`config.mk`:
```
export PLATFORM = sky130hd
export DESIGN_NAME = irb_burst_timing
export DESIGN_NICKNAME = d
export VERILOG_FILES = /design/src/hdl/irb_pkg.sv /design/src/hdl/irb_burst_timing.sv
export SDC_FILE = /design/constraint.sdc
export NUM_CORES = 1
export LEC_CHECK = 0
export ABC_AREA = 1
export BUFFER_PORTS_ARGS = -buffer_cell sky130_fd_sc_hd__buf_4
export CORE_UTILIZATION = 25
export CTS_CLUSTER_SIZE = 8
export DETAILED_ROUTE_END_ITERATION = 12
export PLACE_DENSITY = 0.39
export SLEW_MARGIN = 10
export SYNTH_ARGS = -nofsm -noshare
export SYNTH_HDL_FRONTEND = slang
export SYNTH_SLANG_ARGS = --single-unit
export TNS_END_PERCENT = 30
```
`constraint.sdc`:
```
create_clock -name ref_clk -period 2.4 [get_ports ref_clk]
set_input_delay 0.12 -clock ref_clk [delete_from_list [all_inputs] [get_ports ref_clk]]
set_output_delay 0.12 -clock ref_clk [all_outputs]
set_load 0.05 [all_outputs]
```
`src/hdl/irb_pkg.sv`:
```
package irb_pkg;
  // ==========================================================================
  // Register offsets
  localparam logic [7:0] ADDR_CTRL  = 8'hA0;
  localparam logic [7:0] ADDR_RSV   = 8'hA1;
  localparam logic [7:0] ADDR_SLOOP = 8'hA2;
  localparam logic [7:0] ADDR_SGAP  = 8'hA3;
  localparam logic [7:0] ADDR_PLOOP = 8'hA4;
  localparam logic [7:0] ADDR_PGAP  = 8'hA5;
  localparam logic [7:0] ADDR_BT    = 8'hA6;
  localparam logic [7:0] ADDR_SLEN  = 8'hA7;
  localparam logic [7:0] ADDR_STAT  = 8'hA8;

  // ==========================================================================
  // Field positions
  localparam int IRQ_EN_BIT = 5;
  localparam int SLEW_BIT   = 4;
  localparam int QZL_BIT    = 3;
  localparam int QZT_MSB    = 2;
  localparam int BT_MSB     = 5;
  localparam int DONE_BIT   = 1;
  localparam int BUSY_BIT   = 0;

  // ==========================================================================
  // Timing
  localparam int CLK_PERIOD_PS = 10000;
  localparam int BIT_UNIT_PS   = 270000;
  localparam int UNIT_CYC      = BIT_UNIT_PS / CLK_PERIOD_PS;
  localparam int SGAP_MULT     = 2;
  localparam int PGAP_MULT     = 4;
  localparam int NIBBLE_BITS   = 4;
  localparam int CNT_W         = 11;
  localparam int ADDR_W        = 10;

  typedef struct packed {
    logic       irq_en;
    logic       slew;
    logic       qz_level;
    logic [2:0] qz_len;
    logic [7:0] sym_loops;
    logic [7:0] sym_gap;
    logic [7:0] pkt_loops;
    logic [7:0] pkt_gap;
    logic [5:0] bt_code;
    logic [7:0] nibbles;
  } irb_cfg_t;

  typedef enum logic [2:0] {
    ST_IDLE, ST_QZ_LEAD, ST_PATTERN, ST_QZ_TRAIL, ST_SYM_GAP, ST_PKT_GAP
  } irb_state_t;
endpackage : irb_pkg

```
`src/hdl/irb_burst_timing.sv`:
```
// Notes on behaviour
// - Control byte writes act only while burst mode enable is high.
// - Interrupt output asserts only while control bit 5 is set.
// - Quiet level high with nonzero length: zero pattern bits drive low.
// - Quiet zone of 2*2^code+1 bit-times before and after each symbol for nonzero code; code 0 gives none.
// - During quiet zones the LED output holds the quiet level.
// - Symbol sent symbol-loop count plus one times.
// - LED off 2*(symbol gap+1) bit-times between symbol loops.
// - Packet repeated packet-loop count plus one times.
// - LED off 4*(packet gap+1) bit-times between packets.
// - Bit-time is (code+1) times 0.27 us; all timing uses it.
// - Length byte gives nibbles minus one; a write to it with burst mode enable high starts an event.
// - Done flag set at event end; busy flag while transmitting.
`timescale 1ns/100ps
module irb_burst_timing (
  input  wire logic                      ref_clk,          // Core clock
  input  wire logic                      nrst,             // Async reset
  input  wire logic                      burst_mode_enable,// Burst mode on
  input  wire logic [7:0]                reg_addr,         // Register offset
  input  wire logic [7:0]                reg_wdata,        // Write data
  input  wire logic                      reg_wr,           // Write strobe
  output logic      [7:0]                reg_rdata,        // Read data
  input  wire logic                      done_clear,       // Clears done
  input  wire logic                      pattern_bit,      // Bit at address
  output logic      [irb_pkg::ADDR_W-1:0] pattern_addr,    // Pattern address
  output logic                           led_drive_out,    // LED level
  output logic                           led_drive_oe_n,   // Low = driving
  output logic                           burst_irq         // Done interrupt
);
  // ==========================================================================
  // Configuration
  irb_pkg::irb_cfg_t          cfg_r;
  logic [7:0]                 rsv_r;
  irb_pkg::irb_state_t        state_r;
  logic [irb_pkg::CNT_W-1:0]  cnt_r;
  logic [7:0]                 sloop_r;
  logic [7:0]                 ploop_r;
  logic [5:0]                 unit_r;
  logic [5:0]                 mult_r;
  logic                       done_r;
  logic                       bit_tick;
  logic                       start;
  logic                       fin;
  logic                       wr_ok;

  function automatic logic [irb_pkg::CNT_W-1:0] qz_last(input logic [2:0] c);
    qz_last = irb_pkg::CNT_W'(2) << c;
  endfunction : qz_last

  assign wr_ok = reg_wr && burst_mode_enable;
  assign start = wr_ok && (reg_addr == irb_pkg::ADDR_SLEN);

  always_ff @(posedge ref_clk or negedge nrst) begin
    if (!nrst) begin
      cfg_r <= '0;
      rsv_r <= 8'h00;
    end else if (wr_ok) begin
      case (reg_addr)
        irb_pkg::ADDR_CTRL: begin
          cfg_r.irq_en   <= reg_wdata[irb_pkg::IRQ_EN_BIT];
          cfg_r.slew     <= reg_wdata[irb_pkg::SLEW_BIT];
          cfg_r.qz_level <= reg_wdata[irb_pkg::QZL_BIT];
          cfg_r.qz_len   <= reg_wdata[irb_pkg::QZT_MSB:0];
        end
        irb_pkg::ADDR_RSV:   rsv_r           <= reg_wdata;
        irb_pkg::ADDR_SLOOP: cfg_r.sym_loops <= reg_wdata;
        irb_pkg::ADDR_SGAP:  cfg_r.sym_gap   <= reg_wdata;
        irb_pkg::ADDR_PLOOP: cfg_r.pkt_loops <= reg_wdata;
        irb_pkg::ADDR_PGAP:  cfg_r.pkt_gap   <= reg_wdata;
        irb_pkg::ADDR_BT:    cfg_r.bt_code   <= reg_wdata[irb_pkg::BT_MSB:0];
        irb_pkg::ADDR_SLEN:  cfg_r.nibbles   <= reg_wdata;
        default: ;
      endcase
    end
  end

  // ==========================================================================
  // Read-back
  always_ff @(posedge ref_clk or negedge nrst) begin
    if (!nrst) begin
      reg_rdata <= 8'h00;
    end else begin
      case (reg_addr)
        irb_pkg::ADDR_CTRL:  reg_rdata <= {2'b00, cfg_r.irq_en, cfg_r.slew,
                                           cfg_r.qz_level, cfg_r.qz_len};
        irb_pkg::ADDR_RSV:   reg_rdata <= rsv_r;
        irb_pkg::ADDR_SLOOP: reg_rdata <= cfg_r.sym_loops;
        irb_pkg::ADDR_SGAP:  reg_rdata <= cfg_r.sym_gap;
        irb_pkg::ADDR_PLOOP: reg_rdata <= cfg_r.pkt_loops;
        irb_pkg::ADDR_PGAP:  reg_rdata <= cfg_r.pkt_gap;
        irb_pkg::ADDR_BT:    reg_rdata <= {2'b00, cfg_r.bt_code};
        irb_pkg::ADDR_SLEN:  reg_rdata <= cfg_r.nibbles;
        irb_pkg::ADDR_STAT:  reg_rdata <= {6'h00, done_r,
                                           state_r != irb_pkg::ST_IDLE};
        default:             reg_rdata <= 8'h00;
      endcase
    end
  end

  // ==========================================================================
  // Bit-time base
  // Unit times code plus one
  always_ff @(posedge ref_clk or negedge nrst) begin
    if (!nrst) begin
      unit_r <= '0;
      mult_r <= '0;
    end else if (start || state_r == irb_pkg::ST_IDLE) begin
      unit_r <= '0;
      mult_r <= '0;
    end else if (unit_r == 6'(irb_pkg::UNIT_CYC - 1)) begin
      unit_r <= '0;
      mult_r <= (mult_r == cfg_r.bt_code) ? 6'h00 : mult_r + 6'h01;
    end else begin
      unit_r <= unit_r + 6'h01;
    end
  end

  assign bit_tick = (unit_r == 6'(irb_pkg::UNIT_CYC - 1))
                    && (mult_r == cfg_r.bt_code);

  // ==========================================================================
  // Sequencer
  logic [irb_pkg::CNT_W-1:0] last;
  always_comb begin
    case (state_r)
      irb_pkg::ST_QZ_LEAD, irb_pkg::ST_QZ_TRAIL: last = qz_last(cfg_r.qz_len);
      irb_pkg::ST_PATTERN: last = irb_pkg::CNT_W'(irb_pkg::NIBBLE_BITS
                                  * (int'(cfg_r.nibbles) + 1) - 1);
      irb_pkg::ST_SYM_GAP: last = irb_pkg::CNT_W'(irb_pkg::SGAP_MULT
                                  * (int'(cfg_r.sym_gap) + 1) - 1);
      irb_pkg::ST_PKT_GAP: last = irb_pkg::CNT_W'(irb_pkg::PGAP_MULT
                                  * (int'(cfg_r.pkt_gap) + 1) - 1);
      default:             last = '0;
    endcase
  end

  logic phase_end;
  logic qz_on;
  assign phase_end = bit_tick && (cnt_r == last);
  assign qz_on     = cfg_r.qz_len != 3'b000;
  assign fin       = phase_end && (state_r == irb_pkg::ST_QZ_TRAIL
                     || (state_r == irb_pkg::ST_PATTERN && !qz_on))
                     && sloop_r == cfg_r.sym_loops
                     && ploop_r == cfg_r.pkt_loops;

  always_ff @(posedge ref_clk or negedge nrst) begin
    if (!nrst) begin
      state_r <= irb_pkg::ST_IDLE;
      cnt_r   <= '0;
      sloop_r <= 8'h00;
      ploop_r <= 8'h00;
    end else if (!burst_mode_enable) begin
      state_r <= irb_pkg::ST_IDLE;
    end else if (start) begin
      state_r <= qz_on ? irb_pkg::ST_QZ_LEAD : irb_pkg::ST_PATTERN;
      cnt_r   <= '0;
      sloop_r <= 8'h00;
      ploop_r <= 8'h00;
    end else if (phase_end) begin
      cnt_r <= '0;
      case (state_r)
        irb_pkg::ST_QZ_LEAD: state_r <= irb_pkg::ST_PATTERN;
        irb_pkg::ST_PATTERN, irb_pkg::ST_QZ_TRAIL: begin
          if (state_r == irb_pkg::ST_PATTERN && qz_on) begin
            state_r <= irb_pkg::ST_QZ_TRAIL;
          end else if (sloop_r != cfg_r.sym_loops) begin
            sloop_r <= sloop_r + 8'h01;
            state_r <= irb_pkg::ST_SYM_GAP;
          end else if (ploop_r != cfg_r.pkt_loops) begin
            sloop_r <= 8'h00;
            ploop_r <= ploop_r + 8'h01;
            state_r <= irb_pkg::ST_PKT_GAP;
          end else begin
            state_r <= irb_pkg::ST_IDLE;
          end
        end
        irb_pkg::ST_SYM_GAP, irb_pkg::ST_PKT_GAP:
          state_r <= qz_on ? irb_pkg::ST_QZ_LEAD : irb_pkg::ST_PATTERN;
        default: state_r <= irb_pkg::ST_IDLE;
      endcase
    end else if (bit_tick) begin
      cnt_r <= cnt_r + irb_pkg::CNT_W'(1);
    end
  end

  always_ff @(posedge ref_clk or negedge nrst) begin
    if (!nrst) begin
      done_r <= 1'b0;
    end else if (fin) begin
      done_r <= 1'b1;
    end else if (done_clear) begin
      done_r <= 1'b0;
    end
  end

  assign burst_irq = done_r && cfg_r.irq_en;

  // ==========================================================================
  // LED drive
  assign pattern_addr = cnt_r[irb_pkg::ADDR_W-1:0];
  always_ff @(posedge ref_clk or negedge nrst) begin
    if (!nrst) begin
      led_drive_out  <= 1'b0;
      led_drive_oe_n <= 1'b1;
    end else begin
      case (state_r)
        irb_pkg::ST_QZ_LEAD, irb_pkg::ST_QZ_TRAIL: begin
          led_drive_out  <= cfg_r.qz_level;
          led_drive_oe_n <= !qz_on;
        end
        irb_pkg::ST_PATTERN: begin
          led_drive_out  <= pattern_bit;
          led_drive_oe_n <= !(pattern_bit || (cfg_r.qz_level && qz_on));
        end
        default: begin
          led_drive_out  <= 1'b0;
          led_drive_oe_n <= 1'b1;
        end
      endcase
    end
  end

  // ==========================================================================
  // Checks
  property p_wr_gate;
    @(posedge ref_clk) disable iff (!nrst)
    (reg_wr && !burst_mode_enable) |=> $stable(cfg_r);
  endproperty
  a_wr_gate: assert property (p_wr_gate) else $error("write taken off");

  property p_irq_gate;
    @(posedge ref_clk) disable iff (!nrst)
    burst_irq |-> (cfg_r.irq_en && done_r);
  endproperty
  a_irq_gate: assert property (p_irq_gate) else $error("irq ungated");

  property p_zero_low;
    @(posedge ref_clk) disable iff (!nrst)
    (state_r == irb_pkg::ST_PATTERN && !pattern_bit && cfg_r.qz_level
     && qz_on && !start && burst_mode_enable)
    |=> (!led_drive_oe_n && !led_drive_out);
  endproperty
  a_zero_low: assert property (p_zero_low) else $error("zero not low");

  property p_qz_level;
    @(posedge ref_clk) disable iff (!nrst)
    (state_r == irb_pkg::ST_QZ_TRAIL)
    |=> (!led_drive_oe_n && led_drive_out == $past(cfg_r.qz_level));
  endproperty
  a_qz_level: assert property (p_qz_level) else $error("quiet lvl");

  property p_gap_off;
    @(posedge ref_clk) disable iff (!nrst)
    (state_r == irb_pkg::ST_SYM_GAP || state_r == irb_pkg::ST_PKT_GAP)
    |=> (!led_drive_out && led_drive_oe_n);
  endproperty
  a_gap_off: assert property (p_gap_off) else $error("gap led on");

  property p_tick_gap;
    @(posedge ref_clk) disable iff (!nrst)
    bit_tick |=> !bit_tick [*8];
  endproperty
  a_tick_gap: assert property (p_tick_gap) else $error("tick fast");

  property p_start_busy;
    @(posedge ref_clk) disable iff (!nrst)
    start |=> (state_r == (qz_on ? irb_pkg::ST_QZ_LEAD : irb_pkg::ST_PATTERN));
  endproperty
  a_start_busy: assert property (p_start_busy) else $error("no start");

  property p_done_set;
    @(posedge ref_clk) disable iff (!nrst)
    (fin && !start) |=> (done_r && state_r == irb_pkg::ST_IDLE);
  endproperty
  a_done_set: assert property (p_done_set) else $error("done miss");

  property p_pkt_after;
    @(posedge ref_clk) disable iff (!nrst)
    (state_r == irb_pkg::ST_PKT_GAP) |-> (sloop_r == 8'h00
      && ploop_r != 8'h00);
  endproperty
  a_pkt_after: assert property (p_pkt_after) else $error("pkt order");
endmodule : irb_burst_timing

```
==> results of run 1 <==
## state kept, by name (all words and copies together), names as in the netlist, 3 cells and up
register	cells
rsv_r	8
state_r	3
ploop_r	8
cnt_r	11
reg_rdata	8
cfg_r	52
mult_r	6
unit_r	6
sloop_r	8
## worst paths after layout
path                                        from                       end  depth (start not counted)
max                        cfg_r[15]$_DFFE_PN0P_    ploop_r[0]$_DFFE_PN0P_                         23
min                                  pattern_bit   led_drive_out$_DFF_PN0_                          3
max reg2reg                cfg_r[15]$_DFFE_PN0P_    ploop_r[0]$_DFFE_PN0P_                         23
min reg2reg                cfg_r[23]$_DFFE_PN0P_     cfg_r[23]$_DFFE_PN0P_                          2
max in group asynchronous                   nrst  led_drive_oe_n$_DFF_PN1_                          3
min in group asynchronous                   nrst      rsv_r[7]$_DFFE_PN0P_                          2
## final cells by class
class	instances	area [um^2]
timing repair buffer	191	1513
multi-input combinational	762	4259
tap	384	480.5
clock inverter	14	180.2
inverter	150	573.1
sequential	113	2840
fill	3050	18510
clock buffer	18	429.2
## layer usage
metal  vias up  global-route usage (%)
li1       3785                       -
met1      3444                   24.13
met2        75                   28.88
met3        16                   1.996
met4         0                   4.462
met5         -                       0
## logic make-up (layout without fill, tap and decap cells)
logic type / count (synthesis) / in the layout / synth area share, %
AOI/OAI and AO/OA: 154 / 154 / 12.16
xor gates and xnor gates: 33 / 33 / 3.941
adders and majority gates: 12 / 12 / 2.047
buffers and inverters: 179 / 373 / 9.911
DFF: 113 / 113 / 38.57
and+or+nand+nor: 563 / 563 / 33.37
## power groups by stage
stage / Combinational (mW) / Clock (mW) / Sequential (mW)
floorplan: 0.150 / 0 / 2.00
global placement: 0.345 / 0 / 2.01
detailed placement: 0.345 / 0 / 2.01
CTS: 0.363 / 2.74 / 1.98
global route: 0.406 / 2.81 / 1.98
finish: 0.362 / 2.68 / 1.98
## worst max-delay path: stages (launching register included)
cell	delay, ps
dfrtp_2	440
ha_4	290
inv_2	40
nand2_4	60
nand2_2	70
nand2_1	70
nand2_1	50
nor2_1	120
nand2_2	90
nand3_2	70
nand2_1	70
nor2_2	120
nand3_2	70
nor2_1	110
nand2_1	70
nor2_2	140
nand3_4	120
a21oi_4	200
buf_12	180
nand2_8	70
inv_4	50
nand2_1	40
nand2_1	50
inv_1	30
## Yosys cell counts, types with 11 or more instances
| cell | n | share of area [%] |
|---|---|---|
| buf_4 | 11 | 1.1 |
| o21ai_1 | 16 | 1.1 |
| dfrtp_1 | 112 | 38 |
| o22ai_1 | 15 | 1.3 |
| nor3_1 | 11 | 0.75 |
| ha_1 | 12 | 2.0 |
| xnor2_1 | 14 | 1.7 |
| inv_2 | 12 | 0.61 |
| nor2_1 | 98 | 5.0 |
| inv_1 | 133 | 6.8 |
| nand2_1 | 305 | 16 |
| clkbuf_1 | 14 | 0.72 |
| xor2_1 | 19 | 2.3 |
| nand3_1 | 84 | 5.7 |
| o21ai_0 | 76 | 5.2 |
| a21oi_1 | 20 | 1.4 |
| nand4_1 | 26 | 2.2 |
## repair_timing
item | in CTS | in global routing
cloned | 1 | 1
endpoints found under the setup margin | 31 | 31
hold endpoints to repair | 49 | 0
pin swaps | 28 | 41
hold buffers | 2 | 0
setup buffers | 7 | 4
gates resized for setup | 66 | 62
## through the flow
stage	cell area, um^2	setup slack, ps	TNS [ps]	power [mW]	std cells
finish	10270	-301.2	-7056	5.018	1632
detailed placement	9067	-417.4	-10230	2.357	1585
global placement	9067	-399.5	-9585	2.357	1585
floorplan	7402	4.357	0	2.153	1054
CTS	10010	-261.8	-6124	5.085	1627
global route	10270	-489.1	-13000	5.203	1632
==> flow_summary.json, run 1 <==
{
  "p_sw_mw": 1.290,
  "post-route-util_pct": 35.70,
  "dr_wl_met2_mm": 12.04,
  "cts_buffers": 17,
  "syn_area_um2": 7335,
  "gp_congestion": 0.8601,
  "die_height_um": 173.3,
  "drive_gt1_share_pct": 29.25,
  "cts.htree.levels": 4,
  "grt.total_usage_pct": 17.47,
  "synth_warnings": 0,
  "p_leak_nw": 4.820,
  "layout_common_cells": "277 x nand2_1, 180 x buf_4, 125 x inv_1",
  "drt_iter0_drc": 451,
  "totalWireLength_mm": 25.31,
  "ios": 43,
  "pwr-share-comb_pct": 7.2,
  "syn_to_final_growth_pct": 40.09,
  "grt_overflow": 0,
  "cp.required_ps": 2720,
  "hold_viol_final": 0,
  "routed.top_layer": "met4",
  "violations": "negative setup slack",
  "finalCritPeriodShare_pct": 112.6,
  "cts_buffer_depth": 2,
  "ctsRootBufferMaster": "clkbuf_16",
  "fp.dieW_um": 173.3,
  "hold_path.class": "in -> reg",
  "finalMaxSlewViolations": 0,
  "synth_seq_cells": 113,
  "p_seq_share_pct": 39.4,
  "rsz0062_at_grt": "yes",
  "cts_tree": "built",
  "met1_length_mm": 12.56,
  "dieArea_um2": 30030,
  "p_per_area_nw_per_um2": 488.4,
  "power.internal_mw": 3.728,
  "worst_slack_ps": -301.2,
  "drv_cap": 0,
  "async_reset_ff_share_pct": 100.0,
  "syn_nets": 1088,
  "initial_core_util_pct": 25.48,
  "rrSetupSlack_ps": -300,
  "clkLatencyLatePin_ps": 420,
  "drcViolationCount": 0,
  "rows": 62,
  "synth_cell_type_count": 44,
  "tightest_slew_ps": 752.3,
  "criticalPathCategory": "reg -> reg",
  "whs_ps": 37.47,
  "final_common_cell": "nand2_1",
  "crit_fanout": 8,
  "hpwl_mm": 19.65,
  "via_per_inst": 4.485,
  "switching_share_pct": 25.71,
  "io_buffers": 42,
  "ant_nets": 0,
  "grt_pass1_vias": 7135,
  "vdd_ir_drop_max_mv": 0.3222,
  "arrival_ps": 3020,
  "syn_inst": 1054,
  "dr.pass1.iters": 5,
  "outcome": "complete, but fails checks",
  "slew-limit-headroom_pct": 49.85,
  "fin_skew_ps": 9.853,
  "yosysSeqAreaShare_pct": 38.57,
  "grt_max_degree": 52,
  "wl_per_cell_um": 15.51,
  "core_um2": 28780,
  "synth_ff_type": "dfrtp_1",
  "cts_sinks": 113,
  "cp-start-kind": "flip-flop",
  "diodes": 0,
  "synth_edf_count": 0,
  "clkTransAtPathRegs_ps": 60,
  "post-route-min-period_ps": 2701,
  "antenna_found_initial": 0,
  "syn_area_per_cell_um2": 6.959,
  "timing.fmax_mhz": 370.2,
  "wl_met3_um": 475,
  "vias": 7320,
  "nets": 1269,
  "setup_viol": 29,
  "cp-end-kind": "flip-flop",
  "p_clk_share_pct": 53.4,
  "grt_pass1_wl_mm": 40.40
}
(Power assumes the default switching activity.)
==> run 2, diff against run 1 <==
REMOVE_ABC_BUFFERS = 1   (was unset)
==> run 2 against run 1 <==
Net effect:
- final cell count increased by 0.55%
- critical endpoint is now sloop_r[4]$_DFFE_PN0P_
- wire length increased by 2.6%
- critical path depth decreased by 3
- global-route usage increased by 0.19 points
- clock skew increased by 5.6 ps
- non-clock buffer count increased by 9
- core utilization increased by 0.53 points
- count of clock-buffer cells in the layout increased by 2
- the flow still finishes with violations (negative setup slack)
- sequential power about the same
- die area unchanged
- combinational power increased by 4%
==> flow_summary.json, run 2 (synthesis gave the netlist of run 1 again) <==
{
  "grt_pass1_vias": 7228,
  "top_regs": "cfg_r (52), cnt_r (11)",
  "grt_overflow": 0,
  "largest_register": "cfg_r",
  "hold_viol_final": 0,
  "r2r_cells": 20,
  "gp_congestion": 0.8574,
  "antenna_found_initial": 0,
  "grt.total_usage_pct": 17.66,
  "power.total_mw": 5.126,
  "rsz0062_at_grt": "yes",
  "final_common_cell": "nand2_1",
  "worstReg2RegStart": "state_r[0]$_DFFE_PN0P_",
  "core_um2": 28780,
  "finalMaxSlewViolations": 0,
  "setup_tns_ps": -7353,
  "criticalPathCategory": "reg -> reg",
  "rr_endpoint": "sloop_r[4]$_DFFE_PN0P_",
  "cts.htree.levels": 4,
  "rows": 62,
  "hpwl_mm": 19.68,
  "n_fill_cell": 3069,
  "ctsRootBufferMaster": "clkbuf_16",
  "fp.dieW_um": 173.3,
  "cp.required_ps": 2710,
  "tightest_slew_ps": 572.3,
  "ant_nets": 0,
  "worstHoldEndpoint": "led_drive_out$_DFF_PN0_",
  "totalWireLength_mm": 25.98,
  "wl_per_cell_um": 15.83,
  "post-route-min-period_ps": 2729,
  "fin_skew_ps": 15.48,
  "grt_pass1_wl_mm": 40.60,
  "cp-start-kind": "flip-flop",
  "slew-limit-headroom_pct": 61.85,
  "cts_tree": "built",
  "cp-end-kind": "flip-flop",
  "syn_to_final_growth_pct": 42.19,
  "drt_iter0_drc": 430,
  "hold_path.class": "in -> reg",
  "worstHoldStart": "pattern_bit",
  "diodes": 0,
  "dp_worst_setup_slack_ps": -504.5,
  "outcome": "complete, but fails checks",
  "io_buffers": 42,
  "via_per_inst": 4.505,
  "nets": 1278,
  "ios": 43,
  "violations": "negative setup slack",
  "p_per_area_nw_per_um2": 491.5,
  "drv_cap": 0,
  "cts_buffers": 17,
  "dr.pass1.iters": 5,
  "stdcell_count": 1641,
  "clkTransAtPathRegs_ps": 60,
  "cts_sinks": 113,
  "grt_max_degree": 69,
  "layout_common_cells": "266 x nand2_1, 181 x buf_4, 128 x inv_1",
  "timing.fmax_mhz": 366.5,
  "p_leak_nw": 4.903,
  "dieArea_um2": 30030,
  "largest_register_ffs": 52,
  "drcViolationCount": 0,
  "vias": 7392,
  "setup_viol": 31,
  "arrival_ps": 3040,
  "rrSetupSlack_ps": -330,
  "vdd_ir_drop_max_mv": 0.3611,
  "clkLatencyLatePin_ps": 430,
  "worst_slack_ps": -328.5,
  "drive_gt1_share_pct": 30.47,
  "finalCritPeriodShare_pct": 113.7,
  "hold_depth": 3,
  "dp_cells": 1583,
  "cts_buffer_depth": 2,
  "crit_fanout": 5,
  "die_height_um": 173.3,
  "crit_path_start": "state_r[0]$_DFFE_PN0P_",
  "initial_core_util_pct": 25.48
}
-- run 2: cell count changes in the layout (fill, tap and decap cells not counted), sizes merged --
| cell | change |
|---|---|
| clkinv | -1 |
| inv | -3 |
| bufinv | +1 |
| buf | +9 |
| clkinvlp | +1 |
| clkbuf | +2 |
-- run 2: metrics by stage --
| step | area [um^2] | util, % | hold slack (ps) |
|---|---|---|---|
| global route | 10430 | 36.24 | 46.97 |
| floorplan | 7173 | - | -175.6 |
| detailed placement | 8972 | 31.18 | 70.52 |
| CTS | 10010 | 34.78 | 50.35 |
| global placement | 8972 | 31.18 | 67.47 |
| finish | 10430 | 36.24 | 64.58 |
-- run 2: worst max-delay path: stages, from the launching register on --
cell,delay [ps]
dfrtp_1,410
buf_4,140
nand3_2,130
inv_2,170
nand2_1,90
nand4_1,140
buf_4,130
nand2_1,40
nand2_1,80
nand2_1,60
nor2_1,80
nand3_1,80
nor2_1,160
nand2_2,90
nor2_4,100
nand3_4,110
buf_6,140
nand2_4,80
nand4_1,120
o21ai_1,200
nor2_2,40
-- run 2: cell type report --
type,instances,area (um^2),area share [%]
multi-input cells,762,4325,41.48
repair buffers,200,1588,15.22
inverters,150,568.0,5.447
well taps,384,480.5,4.607
clock inverters,12,182.7,1.752
clock buffers,20,446.7,4.283
flip-flops and latches,113,2838,27.21
-- run 2: power breakdown --
group	internal, mW	total (mW)	switching, mW
sequential	1.94	1.98	0.0395
clock	1.77	2.77	0.999
combinational	0.147	0.377	0.230
-- run 2: layer usage --
metal / routed length (um) / vias up / GRT usage (%)
met5: 0 / - / 0
met4: 302 / 0 / 4.167
met3: 815 / 22 / 2.851
met2: 12240 / 108 / 28.83
met1: 12620 / 3472 / 24.32
li1: - / 3790 / -
-- run 2: timing repair --
| action | 4_1_cts | 5_1_grt |
|---|---|---|
| setup endpoints to repair | 31 | 31 |
| endpoints found under the hold margin | 23 | 0 |
| cloned | 1 | 1 |
| hold buffers | 2 | 0 |
| gates resized for setup | 76 | 89 |
| setup buffers | 12 | 12 |
| pin swaps | 34 | 37 |
-- run 2: how the worst max path moves through the flow --
stage          cells after the start                      to  slack (ps)
5_1_grt                           24  sloop_r[2]$_DFFE_PN0P_        -500
2_1_floorplan                     21  ploop_r[0]$_DFFE_PN0P_        -260
3_3_place_gp                      17  sloop_r[4]$_DFFE_PN0P_        -500
4_1_cts                           22  sloop_r[0]$_DFFE_PN0P_        -320
3_5_place_dp                      19  ploop_r[0]$_DFFE_PN0P_        -500
6_report                          20  sloop_r[4]$_DFFE_PN0P_        -330
